[src/include/sfm_defines.svh]
// Register map, field positions, reset values and timing constants of the sub-frame mask generator
`ifndef SFM_DEFINES_SVH
`define SFM_DEFINES_SVH

// ----------------------------------------------------------------------------
// Register indices (byte address is four times the index)
// ----------------------------------------------------------------------------
`define SFM_IDX_ILLUM_WIN   8'h9C
`define SFM_IDX_CALC_WIN    8'h9D
`define SFM_IDX_PDN_WIN     8'h9E
`define SFM_IDX_SF_COUNTS   8'h9F
`define SFM_IDX_CAPTURE     8'hA0
`define SFM_IDX_SF_LENGTH   8'hC0
`define SFM_IDX_CONTROL     8'hC1
`define SFM_IDX_STATUS      8'hC2

// ----------------------------------------------------------------------------
// Field layout
// ----------------------------------------------------------------------------
`define SFM_REG_W           24
`define SFM_IDX_W           12
`define SFM_FIRST_LSB       0
`define SFM_LAST_LSB        12
`define SFM_POS_W           16
`define SFM_CTRL_RUN_BIT    0
`define SFM_CTRL_ACONF_BIT  1
`define SFM_STAT_RUN_BIT    12

// ----------------------------------------------------------------------------
// Reset values
// ----------------------------------------------------------------------------
`define SFM_RST_ILLUM_WIN   24'hFFF000
`define SFM_RST_CALC_WIN    24'h000000
`define SFM_RST_PDN_WIN     24'h000000
`define SFM_RST_SF_COUNTS   24'h000000
`define SFM_RST_CAPTURE     24'h002198
`define SFM_RST_CONTROL     24'h000000

// ----------------------------------------------------------------------------
// Timing
// ----------------------------------------------------------------------------
`define SFM_CLK_PERIOD_NS   40
`define SFM_SUBFRAME_NS     250000
`define SFM_SUBFRAME_CLKS   (`SFM_SUBFRAME_NS / `SFM_CLK_PERIOD_NS)

`endif

[src/include/sfm_pkg.sv]
// Types shared by the sub-frame mask generator modules
package sfm_pkg;

	// Sequencer states, one-hot
	typedef enum logic [1:0] {
		SFM_IDLE = 2'b01,
		SFM_RUN  = 2'b10
	} sfm_state_t;

	// Sub-frame index and clock position types
	typedef logic [11:0] sfm_index_t;
	typedef logic [15:0] sfm_pos_t;
	typedef logic [23:0] sfm_word_t;

endpackage

[src/include/sfm_win_if.sv]
// Carrier between the sequencer and one sub-frame window comparator
`timescale 1ns/1ps
`default_nettype none
interface sfm_win_if;
	import sfm_pkg::*;

	sfm_index_t index;    // Current sub-frame index
	sfm_index_t first;    // First sub-frame of window
	sfm_index_t last;     // Last sub-frame of window
	logic       in_win;   // Index lies in window

	modport cmp (input index, input first, input last, output in_win);
	modport user (output index, output first, output last, input in_win);
endinterface
`default_nettype wire

[src/hdl/sfm_win_cmp.sv]
// Sub-frame window comparator: flags an index between first and last inclusive
`timescale 1ns/1ps
`default_nettype none
module sfm_win_cmp
	import sfm_pkg::*;
(
	sfm_win_if.cmp win    // Window bounds and result
);

	// ------------------------------------------------------------------------
	// Comparison
	// ------------------------------------------------------------------------
	// A first above last gives an empty window rather than a wrapped one
	assign win.in_win = (win.index >= win.first) && (win.index <= win.last);

endmodule
`default_nettype wire

[src/hdl/sfm_timing_gen.sv]
// Sub-frame sequencer with masked timing signals and APB register file
//
// Summary of operation
// - Illumination allowed only from first to last sub-frame
// - Illumination last index resets to all ones
// - Calculation signal only inside its sub-frame window
// - Power-down asserted only outside its window
// - Average one more sub-frame than count field
// - Frame holds one more sub-frame than field
// - Sub-frame lasts programmed number of clocks
// - Capture at programmed clock position, reset 2198h
`timescale 1ns/1ps
`default_nettype none
`include "sfm_defines.svh"
module sfm_timing_gen
	import sfm_pkg::*;
(
	input  wire logic        CLK_I,            // Timing clock, 25 MHz
	input  wire logic        RST_I,            // Synchronous reset, active high
	input  wire logic        PSEL_I,           // APB select
	input  wire logic        PENABLE_I,        // APB enable
	input  wire logic        PWRITE_I,         // APB write
	input  wire logic [11:0] PADDR_I,          // APB byte address
	input  wire logic [31:0] PWDATA_I,         // APB write data
	output logic      [31:0] PRDATA_O,         // APB read data
	output logic             PREADY_O,         // APB ready
	output logic             PSLVERR_O,        // APB error on unmapped address
	output logic             ILLUM_EN_O,       // Illumination enable timing signal
	output logic             CALC_O,           // Calculation timing signal
	output logic             POWERDOWN_O,      // Dynamic power-down timing signal
	output logic             CAPTURE_O,        // Data capture pulse
	output logic             AVG_ACTIVE_O,     // Sub-frame belongs to averaged set
	output logic             FRAME_START_O,    // First clock of a frame
	output logic             SUBFRAME_START_O, // First clock of a sub-frame
	output logic      [11:0] SUBFRAME_INDEX_O  // Index of current sub-frame
);

	// ------------------------------------------------------------------------
	// Helper functions
	// ------------------------------------------------------------------------

	// Lower index field of a window or count word
	function automatic sfm_index_t lo_field(input sfm_word_t w);
		lo_field = w[`SFM_FIRST_LSB +: `SFM_IDX_W];
	endfunction

	// Upper index field of a window or count word
	function automatic sfm_index_t hi_field(input sfm_word_t w);
		hi_field = w[`SFM_LAST_LSB +: `SFM_IDX_W];
	endfunction

	// Register index match against the word address
	function automatic logic hit(input logic [9:0] widx, input logic [7:0] ridx);
		hit = (widx == {2'h0, ridx});
	endfunction

	// ------------------------------------------------------------------------
	// Register storage
	// ------------------------------------------------------------------------
	sfm_word_t  illum_win;      // Illumination window, last and first
	sfm_word_t  calc_win;       // Calculation window
	sfm_word_t  pdn_win;        // Power-down window
	sfm_word_t  sf_counts;      // Averaged and total sub-frame counts
	sfm_pos_t   capture_pos;    // Capture clock position
	sfm_pos_t   sf_length;      // Sub-frame length in clocks
	logic       run_en;         // Sequencer run enable
	logic       aconf_off;      // Automatic timing configuration off

	// ------------------------------------------------------------------------
	// Decoded register fields
	// ------------------------------------------------------------------------
	sfm_index_t illum_window_first;
	sfm_index_t illum_window_last;
	sfm_index_t calc_window_first;
	sfm_index_t calc_window_last;
	sfm_index_t powerdown_window_first;
	sfm_index_t powerdown_window_last;
	sfm_index_t averaged_subframe_count;
	sfm_index_t total_subframe_count;

	// Field split of the window and count registers
	assign illum_window_first      = lo_field(illum_win);
	assign illum_window_last       = hi_field(illum_win);
	assign calc_window_first       = lo_field(calc_win);
	assign calc_window_last        = hi_field(calc_win);
	assign powerdown_window_first  = lo_field(pdn_win);
	assign powerdown_window_last   = hi_field(pdn_win);
	assign averaged_subframe_count = hi_field(sf_counts);
	assign total_subframe_count    = lo_field(sf_counts);

	// ------------------------------------------------------------------------
	// APB address decode
	// ------------------------------------------------------------------------
	logic [9:0] word_idx;
	logic       sel_illum;
	logic       sel_calc;
	logic       sel_pdn;
	logic       sel_counts;
	logic       sel_capture;
	logic       sel_length;
	logic       sel_control;
	logic       sel_status;
	logic       addr_ok;
	logic       access;
	logic       wr_en;
	logic       setup;

	// Word aligned index; the two low address bits are ignored
	assign word_idx    = PADDR_I[11:2];
	assign sel_illum   = hit(word_idx, `SFM_IDX_ILLUM_WIN);
	assign sel_calc    = hit(word_idx, `SFM_IDX_CALC_WIN);
	assign sel_pdn     = hit(word_idx, `SFM_IDX_PDN_WIN);
	assign sel_counts  = hit(word_idx, `SFM_IDX_SF_COUNTS);
	assign sel_capture = hit(word_idx, `SFM_IDX_CAPTURE);
	assign sel_length  = hit(word_idx, `SFM_IDX_SF_LENGTH);
	assign sel_control = hit(word_idx, `SFM_IDX_CONTROL);
	assign sel_status  = hit(word_idx, `SFM_IDX_STATUS);
	assign addr_ok     = sel_illum | sel_calc | sel_pdn | sel_counts
	                   | sel_capture | sel_length | sel_control | sel_status;

	// Access phase, write strobe and setup phase
	assign setup  = PSEL_I & ~PENABLE_I;
	assign access = PSEL_I & PENABLE_I;
	assign wr_en  = access & PWRITE_I & addr_ok;

	// Zero wait states: read data is staged in setup, so access can end at once
	assign PREADY_O  = access;
	assign PSLVERR_O = access & ~addr_ok;

	// ------------------------------------------------------------------------
	// Sequencer state and counters
	// ------------------------------------------------------------------------
	sfm_state_t state;
	sfm_state_t next_state;
	sfm_pos_t   clk_cnt;
	sfm_pos_t   next_clk_cnt;
	sfm_index_t sf_idx;
	sfm_index_t next_sf_idx;
	sfm_pos_t   len_last;
	logic       sf_end;
	logic       frame_end;
	logic       running;

	// ------------------------------------------------------------------------
	// Status readback
	// ------------------------------------------------------------------------
	sfm_word_t  status_word;
	sfm_word_t  ctrl_word;
	sfm_word_t  rd_mux;

	// Status shows the live index and whether the sequencer runs
	assign status_word = {11'h0, running, sf_idx};
	assign ctrl_word   = {22'h0, aconf_off, run_en};

	// Read selection; reserved capture bits always read zero
	assign rd_mux = sel_illum   ? illum_win :
	                sel_calc    ? calc_win :
	                sel_pdn     ? pdn_win :
	                sel_counts  ? sf_counts :
	                sel_capture ? {8'h00, capture_pos} :
	                sel_length  ? {8'h00, sf_length} :
	                sel_control ? ctrl_word :
	                sel_status  ? status_word :
	                24'h000000;

	// Read data captured in the setup cycle, held through the access phase
	always_ff @(posedge CLK_I) begin
		if (RST_I) begin
			PRDATA_O <= 32'h00000000;
		end else if (setup && !PWRITE_I) begin
			PRDATA_O <= {8'h00, rd_mux};
		end
	end

	// ------------------------------------------------------------------------
	// Register writes
	// ------------------------------------------------------------------------
	// Window and count registers; illumination last resets to FFFh
	always_ff @(posedge CLK_I) begin
		if (RST_I) begin
			illum_win <= `SFM_RST_ILLUM_WIN;
			calc_win  <= `SFM_RST_CALC_WIN;
			pdn_win   <= `SFM_RST_PDN_WIN;
			sf_counts <= `SFM_RST_SF_COUNTS;
		end else if (wr_en) begin
			if (sel_illum) begin
				illum_win <= PWDATA_I[`SFM_REG_W-1:0];
			end
			if (sel_calc) begin
				calc_win <= PWDATA_I[`SFM_REG_W-1:0];
			end
			if (sel_pdn) begin
				pdn_win <= PWDATA_I[`SFM_REG_W-1:0];
			end
			if (sel_counts) begin
				sf_counts <= PWDATA_I[`SFM_REG_W-1:0];
			end
		end
	end

	// Position, length and control; the capture upper byte is not stored
	always_ff @(posedge CLK_I) begin
		if (RST_I) begin
			capture_pos <= sfm_pos_t'(`SFM_RST_CAPTURE);
			sf_length   <= sfm_pos_t'(`SFM_SUBFRAME_CLKS);
			run_en      <= 1'(`SFM_RST_CONTROL);
			aconf_off   <= 1'(`SFM_RST_CONTROL);
		end else if (wr_en) begin
			if (sel_capture) begin
				capture_pos <= PWDATA_I[`SFM_POS_W-1:0];
			end
			if (sel_length) begin
				sf_length <= PWDATA_I[`SFM_POS_W-1:0];
			end
			if (sel_control) begin
				run_en    <= PWDATA_I[`SFM_CTRL_RUN_BIT];
				aconf_off <= PWDATA_I[`SFM_CTRL_ACONF_BIT];
			end
		end
	end

	// ------------------------------------------------------------------------
	// Sub-frame timing
	// ------------------------------------------------------------------------
	// A length of zero is treated as one clock so the counter never stalls
	assign len_last  = (sf_length == 16'h0000) ? 16'h0000 : sf_length - 16'h0001;
	assign running   = (state == SFM_RUN);
	assign sf_end    = running && (clk_cnt == len_last);
	assign frame_end = sf_end && (sf_idx == total_subframe_count);

	// State decode: run follows the enable bit, stopping clears the counters
	always_comb begin
		next_state = state;
		unique case (state)
			SFM_IDLE: begin
				if (run_en) begin
					next_state = SFM_RUN;
				end
			end
			SFM_RUN: begin
				if (!run_en) begin
					next_state = SFM_IDLE;
				end
			end
			default: begin
				next_state = SFM_IDLE;
			end
		endcase
	end

	// Clock and index counters; index restarts at zero each frame
	always_comb begin
		next_clk_cnt = clk_cnt;
		next_sf_idx  = sf_idx;
		if (!running) begin
			next_clk_cnt = 16'h0000;
			next_sf_idx  = 12'h000;
		end else if (sf_end) begin
			next_clk_cnt = 16'h0000;
			next_sf_idx  = frame_end ? 12'h000 : sf_idx + 12'h001;
		end else begin
			next_clk_cnt = clk_cnt + 16'h0001;
		end
	end

	// Sequencer registers
	always_ff @(posedge CLK_I) begin
		if (RST_I) begin
			state   <= SFM_IDLE;
			clk_cnt <= 16'h0000;
			sf_idx  <= 12'h000;
		end else begin
			state   <= next_state;
			clk_cnt <= next_clk_cnt;
			sf_idx  <= next_sf_idx;
		end
	end

	// ------------------------------------------------------------------------
	// Window comparators
	// ------------------------------------------------------------------------
	sfm_win_if illum_if ();
	sfm_win_if calc_if ();
	sfm_win_if pdn_if ();

	// Each window compares the live index with its bounds
	assign illum_if.index = sf_idx;
	assign illum_if.first = illum_window_first;
	assign illum_if.last  = illum_window_last;
	assign calc_if.index  = sf_idx;
	assign calc_if.first  = calc_window_first;
	assign calc_if.last   = calc_window_last;
	assign pdn_if.index   = sf_idx;
	assign pdn_if.first   = powerdown_window_first;
	assign pdn_if.last    = powerdown_window_last;

	sfm_win_cmp u_illum_cmp (
		.win (illum_if.cmp)
	);

	sfm_win_cmp u_calc_cmp (
		.win (calc_if.cmp)
	);

	sfm_win_cmp u_pdn_cmp (
		.win (pdn_if.cmp)
	);

	// ------------------------------------------------------------------------
	// Gated timing signals
	// ------------------------------------------------------------------------
	logic next_illum;
	logic next_calc;
	logic next_pdn;
	logic next_capture;
	logic next_avg;
	logic next_sf_start;
	logic next_fr_start;

	// Illumination only inside its window
	assign next_illum    = running && illum_if.in_win;
	// Calculation only inside its window
	assign next_calc     = running && calc_if.in_win;
	// Power-down only outside its window
	assign next_pdn      = running && !pdn_if.in_win;
	// A position past the sub-frame end never fires; software keeps it inside
	assign next_capture  = running && (clk_cnt == capture_pos);
	// Indices zero through the count field inclusive are averaged
	assign next_avg      = running && (sf_idx <= averaged_subframe_count);
	assign next_sf_start = running && (clk_cnt == 16'h0000);
	assign next_fr_start = next_sf_start && (sf_idx == 12'h000);

	// Outputs registered one clock behind the counters to keep them glitch free
	always_ff @(posedge CLK_I) begin
		if (RST_I) begin
			ILLUM_EN_O       <= 1'b0;
			CALC_O           <= 1'b0;
			POWERDOWN_O      <= 1'b0;
			CAPTURE_O        <= 1'b0;
			AVG_ACTIVE_O     <= 1'b0;
			SUBFRAME_START_O <= 1'b0;
			FRAME_START_O    <= 1'b0;
			SUBFRAME_INDEX_O <= 12'h000;
		end else begin
			ILLUM_EN_O       <= next_illum;
			CALC_O           <= next_calc;
			POWERDOWN_O      <= next_pdn;
			CAPTURE_O        <= next_capture;
			AVG_ACTIVE_O     <= next_avg;
			SUBFRAME_START_O <= next_sf_start;
			FRAME_START_O    <= next_fr_start;
			SUBFRAME_INDEX_O <= sf_idx;
		end
	end

endmodule
`default_nettype wire

[config.mk]
export PLATFORM = sky130hd
export DESIGN_NAME = sfm_timing_gen
export DESIGN_NICKNAME = d
export VERILOG_FILES = /design/src/include/sfm_pkg.sv /design/src/include/sfm_win_if.sv /design/src/hdl/sfm_win_cmp.sv /design/src/hdl/sfm_timing_gen.sv
export VERILOG_INCLUDE_DIRS = /design/src /design/src/include
export SDC_FILE = /design/constraint.sdc
export NUM_CORES = 1
export LEC_CHECK = 0
export BUFFER_PORTS_ARGS = -buffer_cell sky130_fd_sc_hd__buf_2
export CAP_MARGIN = 20
export CORE_MARGIN = 4
export CORE_UTILIZATION = 60
export DETAILED_ROUTE_END_ITERATION = 12
export PLACE_DENSITY_LB_ADDON = 0.08
export RECOVER_POWER = 100
export SYNTH_ARGS = -nofsm -noshare
export SYNTH_HDL_FRONTEND = slang
export SYNTH_SLANG_ARGS = --single-unit
[constraint.sdc]
create_clock -name CLK_I -period 4.1 [get_ports CLK_I]
set_clock_uncertainty 0.05 [all_clocks]
set_input_delay 0.41 -clock CLK_I [delete_from_list [all_inputs] [get_ports CLK_I]]
set_output_delay 0.41 -clock CLK_I [all_outputs]
set_load 0.01 [all_outputs]
==> results by group, run 1 <==
Logic synthesis
  – Count of state elements after synthesis: between 200 and 250
  – Largest cells by area after synthesis: dfxtp_1 35%, ha_1 9.7%, nand2_1 9.1%, a21oi_1 6.2%, inv_1 3.0%
  – Proportion of synthesized flip-flops having asynchronous set or reset: 0%
  – Most used DFF post-synth: dfxtp_1
  – Synthesized area divided by synthesized cell count: between 7 and 8 um2
  – Number of different library cells in the post-synthesis netlist: 70
  – Mapped Cells: about 1500
  – Dominant cell type by area after synthesis: dfxtp_1
  – Number of synthesized flops with an enable pin: 0
  – Post-synthesis instance area: 11540 um2
  – Synth Warn #: 0
  – Share of the synthesized area in the top cell type: around a third
  – Proportion of synthesized chip area in sequential cells: between 30% and 40%

Timing
  – Actual slew at the worst max-slew pin: ~2.2 ns
  – Final worst setup slack: around 0.36 ns
  – Final setup violating endpoints: 0
  – Max frequency: 267.4 MHz
  – Unrepaired setup endpoints after global routing: no
  – Fin. max-slew vios: 247
  – Slew headroom: -48.56%
  – Total negative slack: 0 ns
  – Final Hold Violating Endpoints: 0
  – Share of the clock period used by the worst path after layout: approximately 91%
  – Clock period minus worst slack: around 3.7 ns

Die
  – Number of placement rows: 50
  – Y dimension of the die: between 100 and 150 um
  – Horizontal extent of the die: between 100 and 150 um
  – Core ar.: ~19000 um2
  – I/O pins: between 100 and 150
  – Die area: between 20000 and 25000 um2
  – Initial Util: 61.26%

Clocking
  – # resized after CTS: 0
  – Post-CTS setup buffers: 0
  – H-tree depth: 1
  – Clock Tree Buf Depth: 3
  – Total CTS buffers: 24
  – TritonCTS clock tree: done
  – Hold buffer count at CTS: 0
  – Clock-pin slew of the registers on the worst-case setup and hold paths: approximately 0.06 ns
  – CTS root buffer: clkbuf_16
  – Clock insertion delay at the later pin of the skew report: about 0.52 ns
  – CTS Sinks: between 200 and 250

Power and ir drop
  – Peak VDD IR: just over 0.3 mV
  – Leakage Power: approximately 4.8 nW
  – Power density over the cells: 339.5 nW/um2

Finish
  – Fraction of final layout cells with drive strength greater than 1: roughly 7.6%
  – Growth of design area from synthesis to finish: 10.99%
  – Number of nets at the end of the flow: roughly 1700
  – Number of diodes added for antenna fixing: 0

Drt
  – Detailed-route wire length: around 36000 um
  – DRC viols: 0
  – Post-route ant nets: 0
  – 1st-iter DRT viols: approximately 1200
  – DRT Pass-1 Iters: 9
  – Detail-routed via count per cell: ~6
  – Total number of vias: between 10000 and 15000
  – Wire per inst: 19.83 um

Outcome
  – Status: finished with violations
  – Violated checks: capacitance limit, slew limit

Setup path
  – Crit Path Category: input port to flop
  – Maximum net fanout on the critical path: 49
  – Cells traversed along the worst timing path: clkbuf_1, clkbuf_1, nand2_1, nor2_1, buf_4, a22oi_1, a311oi_1, a21oi_1, nor2_1
  – Kind of cell with the highest combined delay on the critical path: buffers and inverters
  – Required time worst endpoint: between 4 and 5 ns
  – Startpoint type of the worst setup path: input port
  – Type of element capturing the critical path: flop
  – Worst path buffer plus inverter count: 3
  – Critical Path AT: a little over 4 ns
  – Worst stage delay on the critical path: between 1.5 and 2 ns
  – CP max stage cell: clkbuf_1

Global route
  – Global-route wire length before repair: 55220 um
  – Antenna violations before repair: 0
  – Maximum number of pins on one net before global-route repair: 90
  – Overall routing resource usage: about a third
  – Via count of the first global-routing pass: approximately 10000
  – Total grt overflow: 0

Place
  – Worst setup slack before clock tree synthesis: 0.7027 ns
  – Hpwl dp: ~26000 um
  – I/O Buffers: 83
  – Routability congestion estimate from global placement: between 0.9 and 1

Min path
  – Tightest Hold Check Type: input port to flop

Job
  – Number of max-capacitance violations reported: 4
[metrics by stage]
stage,utilization (%),power (mW),cells,hold slack [ns],cell area [um2]
2_1_floorplan,-,2.098,1489,0.3819,11560
3_3_place_gp,64.15,2.165,1755,0.3876,12080
3_5_place_dp,64.15,2.165,1755,0.3940,12080
4_1_cts,68.59,4.364,1799,0.1279,12920
5_1_grt,67.99,4.465,1799,0.1311,12800
6_report,67.99,4.347,1799,0.1423,12800
[state kept, by name, summed over array words and instances (netlist names)]
register / flops
illum_win: 24
calc_win: 24
SUBFRAME_START_O: 1
CALC_O: 1
state: 2
CAPTURE_O: 1
ILLUM_EN_O: 1
aconf_off: 1
calc_if.index: 12
run_en: 1
POWERDOWN_O: 1
pdn_win: 24
AVG_ACTIVE_O: 1
SUBFRAME_INDEX_O: 12
capture_pos: 16
clk_cnt: 16
PRDATA_O: 24
FRAME_START_O: 1
sf_length: 16
sf_counts: 24
[tightest hold or removal path: cells and delay by family]
family	cells	cell delay, ns
buffers and inverters	1	0.14
AOI/OAI and AO/OA	1	0.05
and+or+nand+nor	1	0.06
[logic make-up after synthesis]
group,after synthesis,share of synthesized area (%)
DFF,203,35.23
AOI/OAI and AO/OA,321,17.79
xor gates and xnor gates,68,5.401
and+or+nand+nor,588,23.82
other,1,0.03251
muxes,10,0.8785
adders and majority gates,89,9.653
buffers and inverters,202,7.202
[synthesized netlist by cell type (31+ instances only)]
| cell type | number |
|---|---|
| inv_1 | 93 |
| nor3_1 | 51 |
| a21oi_1 | 143 |
| xnor2_1 | 31 |
| o21ai_0 | 35 |
| nand2_1 | 281 |
| a21o_1 | 32 |
| nor2_1 | 86 |
| ha_1 | 89 |
| clkbuf_1 | 89 |
| xor2_1 | 35 |
| dfxtp_1 | 203 |
| nand3_1 | 33 |
[final timing paths]
path                start               end  slack, ns  cells past startpoint
max reg2reg  sf_length[1]  calc_if.index[2]       0.50                     11
min          PWDATA_I[17]       pdn_win[17]       0.14                      3
max            PADDR_I[2]      PRDATA_O[12]       0.36                      9
min reg2reg  illum_win[5]      illum_win[5]       0.40                      2
[final cells by class]
| cell class | instances | area (um2) |
|---|---|---|
| well taps | 260 | 325.3 |
| inverters | 93 | 349.1 |
| fillers | 1678 | 6027 |
| clock buffers | 34 | 709.4 |
| multi-input cells | 1084 | 6669 |
| repair buffers | 115 | 559.3 |
| flip-flops and latches | 203 | 4064 |
| clock inverters | 10 | 127.6 |
[where the power goes]
part | leakage, nW | internal [mW] | switching (mW)
clock | 0.415 | 1.39 | 0.833
sequential | 1.64 | 1.98 | 0.00295
combinational | 2.77 | 0.0339 | 0.109
total | 4.82 | 3.40 | 0.945
[layer usage]
| layer | vias up | GRT usage, % | wire length [um] | share of wire, % |
|---|---|---|---|---|
| met5 | - | 0 | 0 | 0 |
| met4 | 0 | 8.937 | 1080 | 3.0 |
| li1 | 5175 | - | - | - |
| met3 | 86 | 7.232 | 4096 | 11 |
| met2 | 542 | 48.97 | 15280 | 43 |
| met1 | 5067 | 45.22 | 15220 | 43 |
[cell usage in the layout, fill, tap and decap left out, types with 50 or more instances in the layout]
cell type,instances
nor3_1,50
nand2_1,282
nor2_1,86
a21oi_1,143
inv_1,93
dfxtp_1,203
clkbuf_1,59
ha_1,89
(Power assumes the default switching activity.)
==> run 2, diff against run 1 <==
--- a/config.mk
+++ b/config.mk
@@ -10,9 +10,12 @@
 export CAP_MARGIN = 20
 export CORE_MARGIN = 4
 export CORE_UTILIZATION = 60
+export CTS_BUF_LIST = sky130_fd_sc_hd__clkbuf_8 sky130_fd_sc_hd__clkbuf_16
 export DETAILED_ROUTE_END_ITERATION = 12
 export PLACE_DENSITY_LB_ADDON = 0.08
 export RECOVER_POWER = 100
+export SKIP_CTS_REPAIR_TIMING = 1
+export SKIP_LAST_GASP = 1
 export SYNTH_ARGS = -nofsm -noshare
 export SYNTH_HDL_FRONTEND = slang
 export SYNTH_SLANG_ARGS = --single-unit
==> results by group, run 2 (same netlist as run 1, synthesis figures left out) <==
Global route
  – Global-route wire length before repair: 55220 um (unchanged)
  – Total grt overflow: 0 (unchanged)
  – Antenna violations before repair: 0 (unchanged)
  – Maximum number of pins on one net before global-route repair: 90 (unchanged)
  – Overall routing resource usage: 31.92% (unchanged)
  – Via count of the first global-routing pass: 10120 (unchanged)

Drt
  – Total number of vias: 10860 (-0.13%)
  – Detail-routed via count per cell: 6.034 (-0.13%)
  – WL met3: 3959 um (-3.3%)
  – Detailed-route wire length: 35710 um (about the same)
  – DRC viols: 0 (unchanged)
  – Post-route ant nets: 0 (unchanged)
  – Met2 WL post-DR: 15330 um (+0.37%)
  – Met1 routed wirelength after detailed routing: 15360 um (+0.87%)
  – 1st-iter DRT viols: 1153 (-1.4%)
  – DRT Pass-1 Iters: 8 (-1)
  – Wire per inst: 19.85 um (about the same)
  – Highest routing layer actually used: met4

Finish
  – Most frequent standard cell in the layout excluding fill and tap cells: nand2_1
  – Growth of design area from synthesis to finish: 10.99% (unchanged)
  – Commonest cells after routing, fill and taps aside: 282 x nand2_1, 203 x dfxtp_1, 143 x a21oi_1
  – Fraction of final layout cells with drive strength greater than 1: 7.602% (unchanged)
  – Number of standard cells in the final layout excluding fillers: 1799 (unchanged)
  – Sequential cell area in the final layout: 4064 um2 (unchanged)
  – Number of diodes added for antenna fixing: 0 (unchanged)
  – Combined area of the multi-input logic cells: 6669 um2 (unchanged)
  – Layout fillers: 1678 (unchanged)
  – Number of nets at the end of the flow: 1659 (unchanged)
  – Post-route standard cell area excluding fillers: 12800 um2 (unchanged)

Place
  – Routability congestion estimate from global placement: 0.9126 (unchanged)
  – Placed Instance Area: 12080 um2 (unchanged)
  – I/O Buffers: 83 (unchanged)
  – Hpwl dp: 25710 um (unchanged)
  – Cell Count Post-Placement: 1755 (unchanged)

Power and ir drop
  – Part of the total power dissipated in the clock network: 51.0% (about the same)
  – Fraction of power spent switching nets: 21.80% (+0.056 points)
  – Combinational power share: 3.3% (about the same)
  – Leakage Power: 4.841 nW (+0.34%)
  – Sw power: 945.5 uW (about the same)
  – Int Pwr: 3.392 mW (-0.30%)
  – Sequential group share of total power: 45.7% (about the same)
  – Power density over the cells: 338.8 nW/um2 (-0.23%)
  – Peak VDD IR: 0.3116 mV (+0.25%)

Timing
  – Slew headroom: -49.42% (-0.86 points)
  – Share of the clock period used by the worst path after layout: 90.85% (-0.38 points)
  – Worst hold slack: 0.1446 ns (+0.002290 ns)
  – Actual slew at the worst max-slew pin: 2.241 ns (+0.01288 ns)
  – Unrepaired setup endpoints after global routing: no
  – Max frequency: 268.5 MHz (+0.41%)
  – Fin. max-slew vios: 247 (unchanged)
  – Clock period minus worst slack: 3.725 ns (-0.01541 ns)
  – Total negative slack: 0 ns (unchanged)
  – Final setup violating endpoints: 0 (unchanged)
  – Final Hold Violating Endpoints: 0 (unchanged)

Clocking
  – H-tree depth: 1 (unchanged)
  – Clock Tree Buf Depth: 3 (unchanged)
  – Total CTS buffers: 24 (unchanged)
  – TritonCTS clock tree: done
  – CTS root buffer: clkbuf_16
  – CTS Sinks: 203 (unchanged)
  – Clock-pin slew of the registers on the worst-case setup and hold paths: 0.06 ns (about the same)
  – Clock insertion delay at the later pin of the skew report: 0.52 ns (about the same)

Outcome
  – Status: finished with violations
  – Violated checks: capacitance limit, slew limit

Setup path
  – Critical Path AT: 4.09 ns (about the same)
  – Maximum net fanout on the critical path: 49 (unchanged)
  – Required time worst endpoint: 4.46 ns (about the same)
  – Startpoint type of the worst setup path: input port
  – Type of element capturing the critical path: flop
  – Crit Path Category: input port to flop
  – Register-to-Register Setup Slack: 0.51 ns (about the same)

Die
  – Horizontal extent of the die: 146.7 um (unchanged)
  – Core ar.: 18830 um2 (unchanged)
  – Initial Util: 61.26% (unchanged)
  – Number of placement rows: 50 (unchanged)
  – Die area: 21510 um2 (unchanged)
  – Y dimension of the die: 146.7 um (unchanged)
  – I/O pins: 102 (unchanged)

Min path
  – Tightest Hold Check Type: input port to flop

Job
  – Number of max-capacitance violations reported: 4 (unchanged)
-- run 2: changes by cell type in the layout (fill, tap and decap cells not counted) --
cell,before,now
inv_1,93,97
clkbuf_1,59,55
-- run 2: power groups by stage --
stage               logic, mW  registers [mW]  clock network [mW]
global route            0.152            1.98                2.32
CTS                     0.142            1.98                2.23
global placement        0.140            2.02                   0
detailed placement      0.141            2.02                   0
finish                  0.144            1.98                2.21
floorplan              0.0711            2.03                   0
-- run 2: worst paths after layout --
| kind | cells after the start | to | start |
|---|---|---|---|
| worst min-delay path | 3 | pdn_win[17] | PWDATA_I[17] |
| worst min register to register | 2 | illum_win[5] | illum_win[5] |
| worst max register to register | 11 | calc_if.index[2] | sf_length[1] |
| worst max-delay path | 9 | PRDATA_O[12] | PADDR_I[2] |
-- run 2: per-stage QoR --
stage                     setup WS (ns)  utilization, %  total power [mW]
final                            0.3752           67.99             4.338
after global placement           0.7618           64.15             2.165
after floorplan                   1.192               -             2.098
after global routing             0.1937           67.99             4.456
after detailed placement         0.7027           64.15             2.165
after CTS                        0.6570           68.59             4.355
-- run 2: worst max-delay path: stages --
cell and delay, ns:
clkbuf_1 0.46, clkbuf_1 1.65, nand2_1 0.32, nor2_1 0.22, buf_4 0.23, a22oi_1 0.10
a311oi_1 0.50, a21oi_1 0.08, nor2_1 0.11
-- run 2: final cells by class --
cell class	instances	share of cell area [%]
Clock buffer	30	5.424
Sequential cell	203	31.74
Tap cell	260	2.541
Inverter	93	2.726
Clock inverter	14	1.114
Timing Repair Buffer	115	4.368
Multi-Input combinational cell	1084	52.09
-- run 2: metal layers --
layer	vias to the layer above	GRT usage [%]
met5	-	0
li1	5174	-
met3	84	7.232
met1	5077	45.22
met4	0	8.937
met2	521	48.97
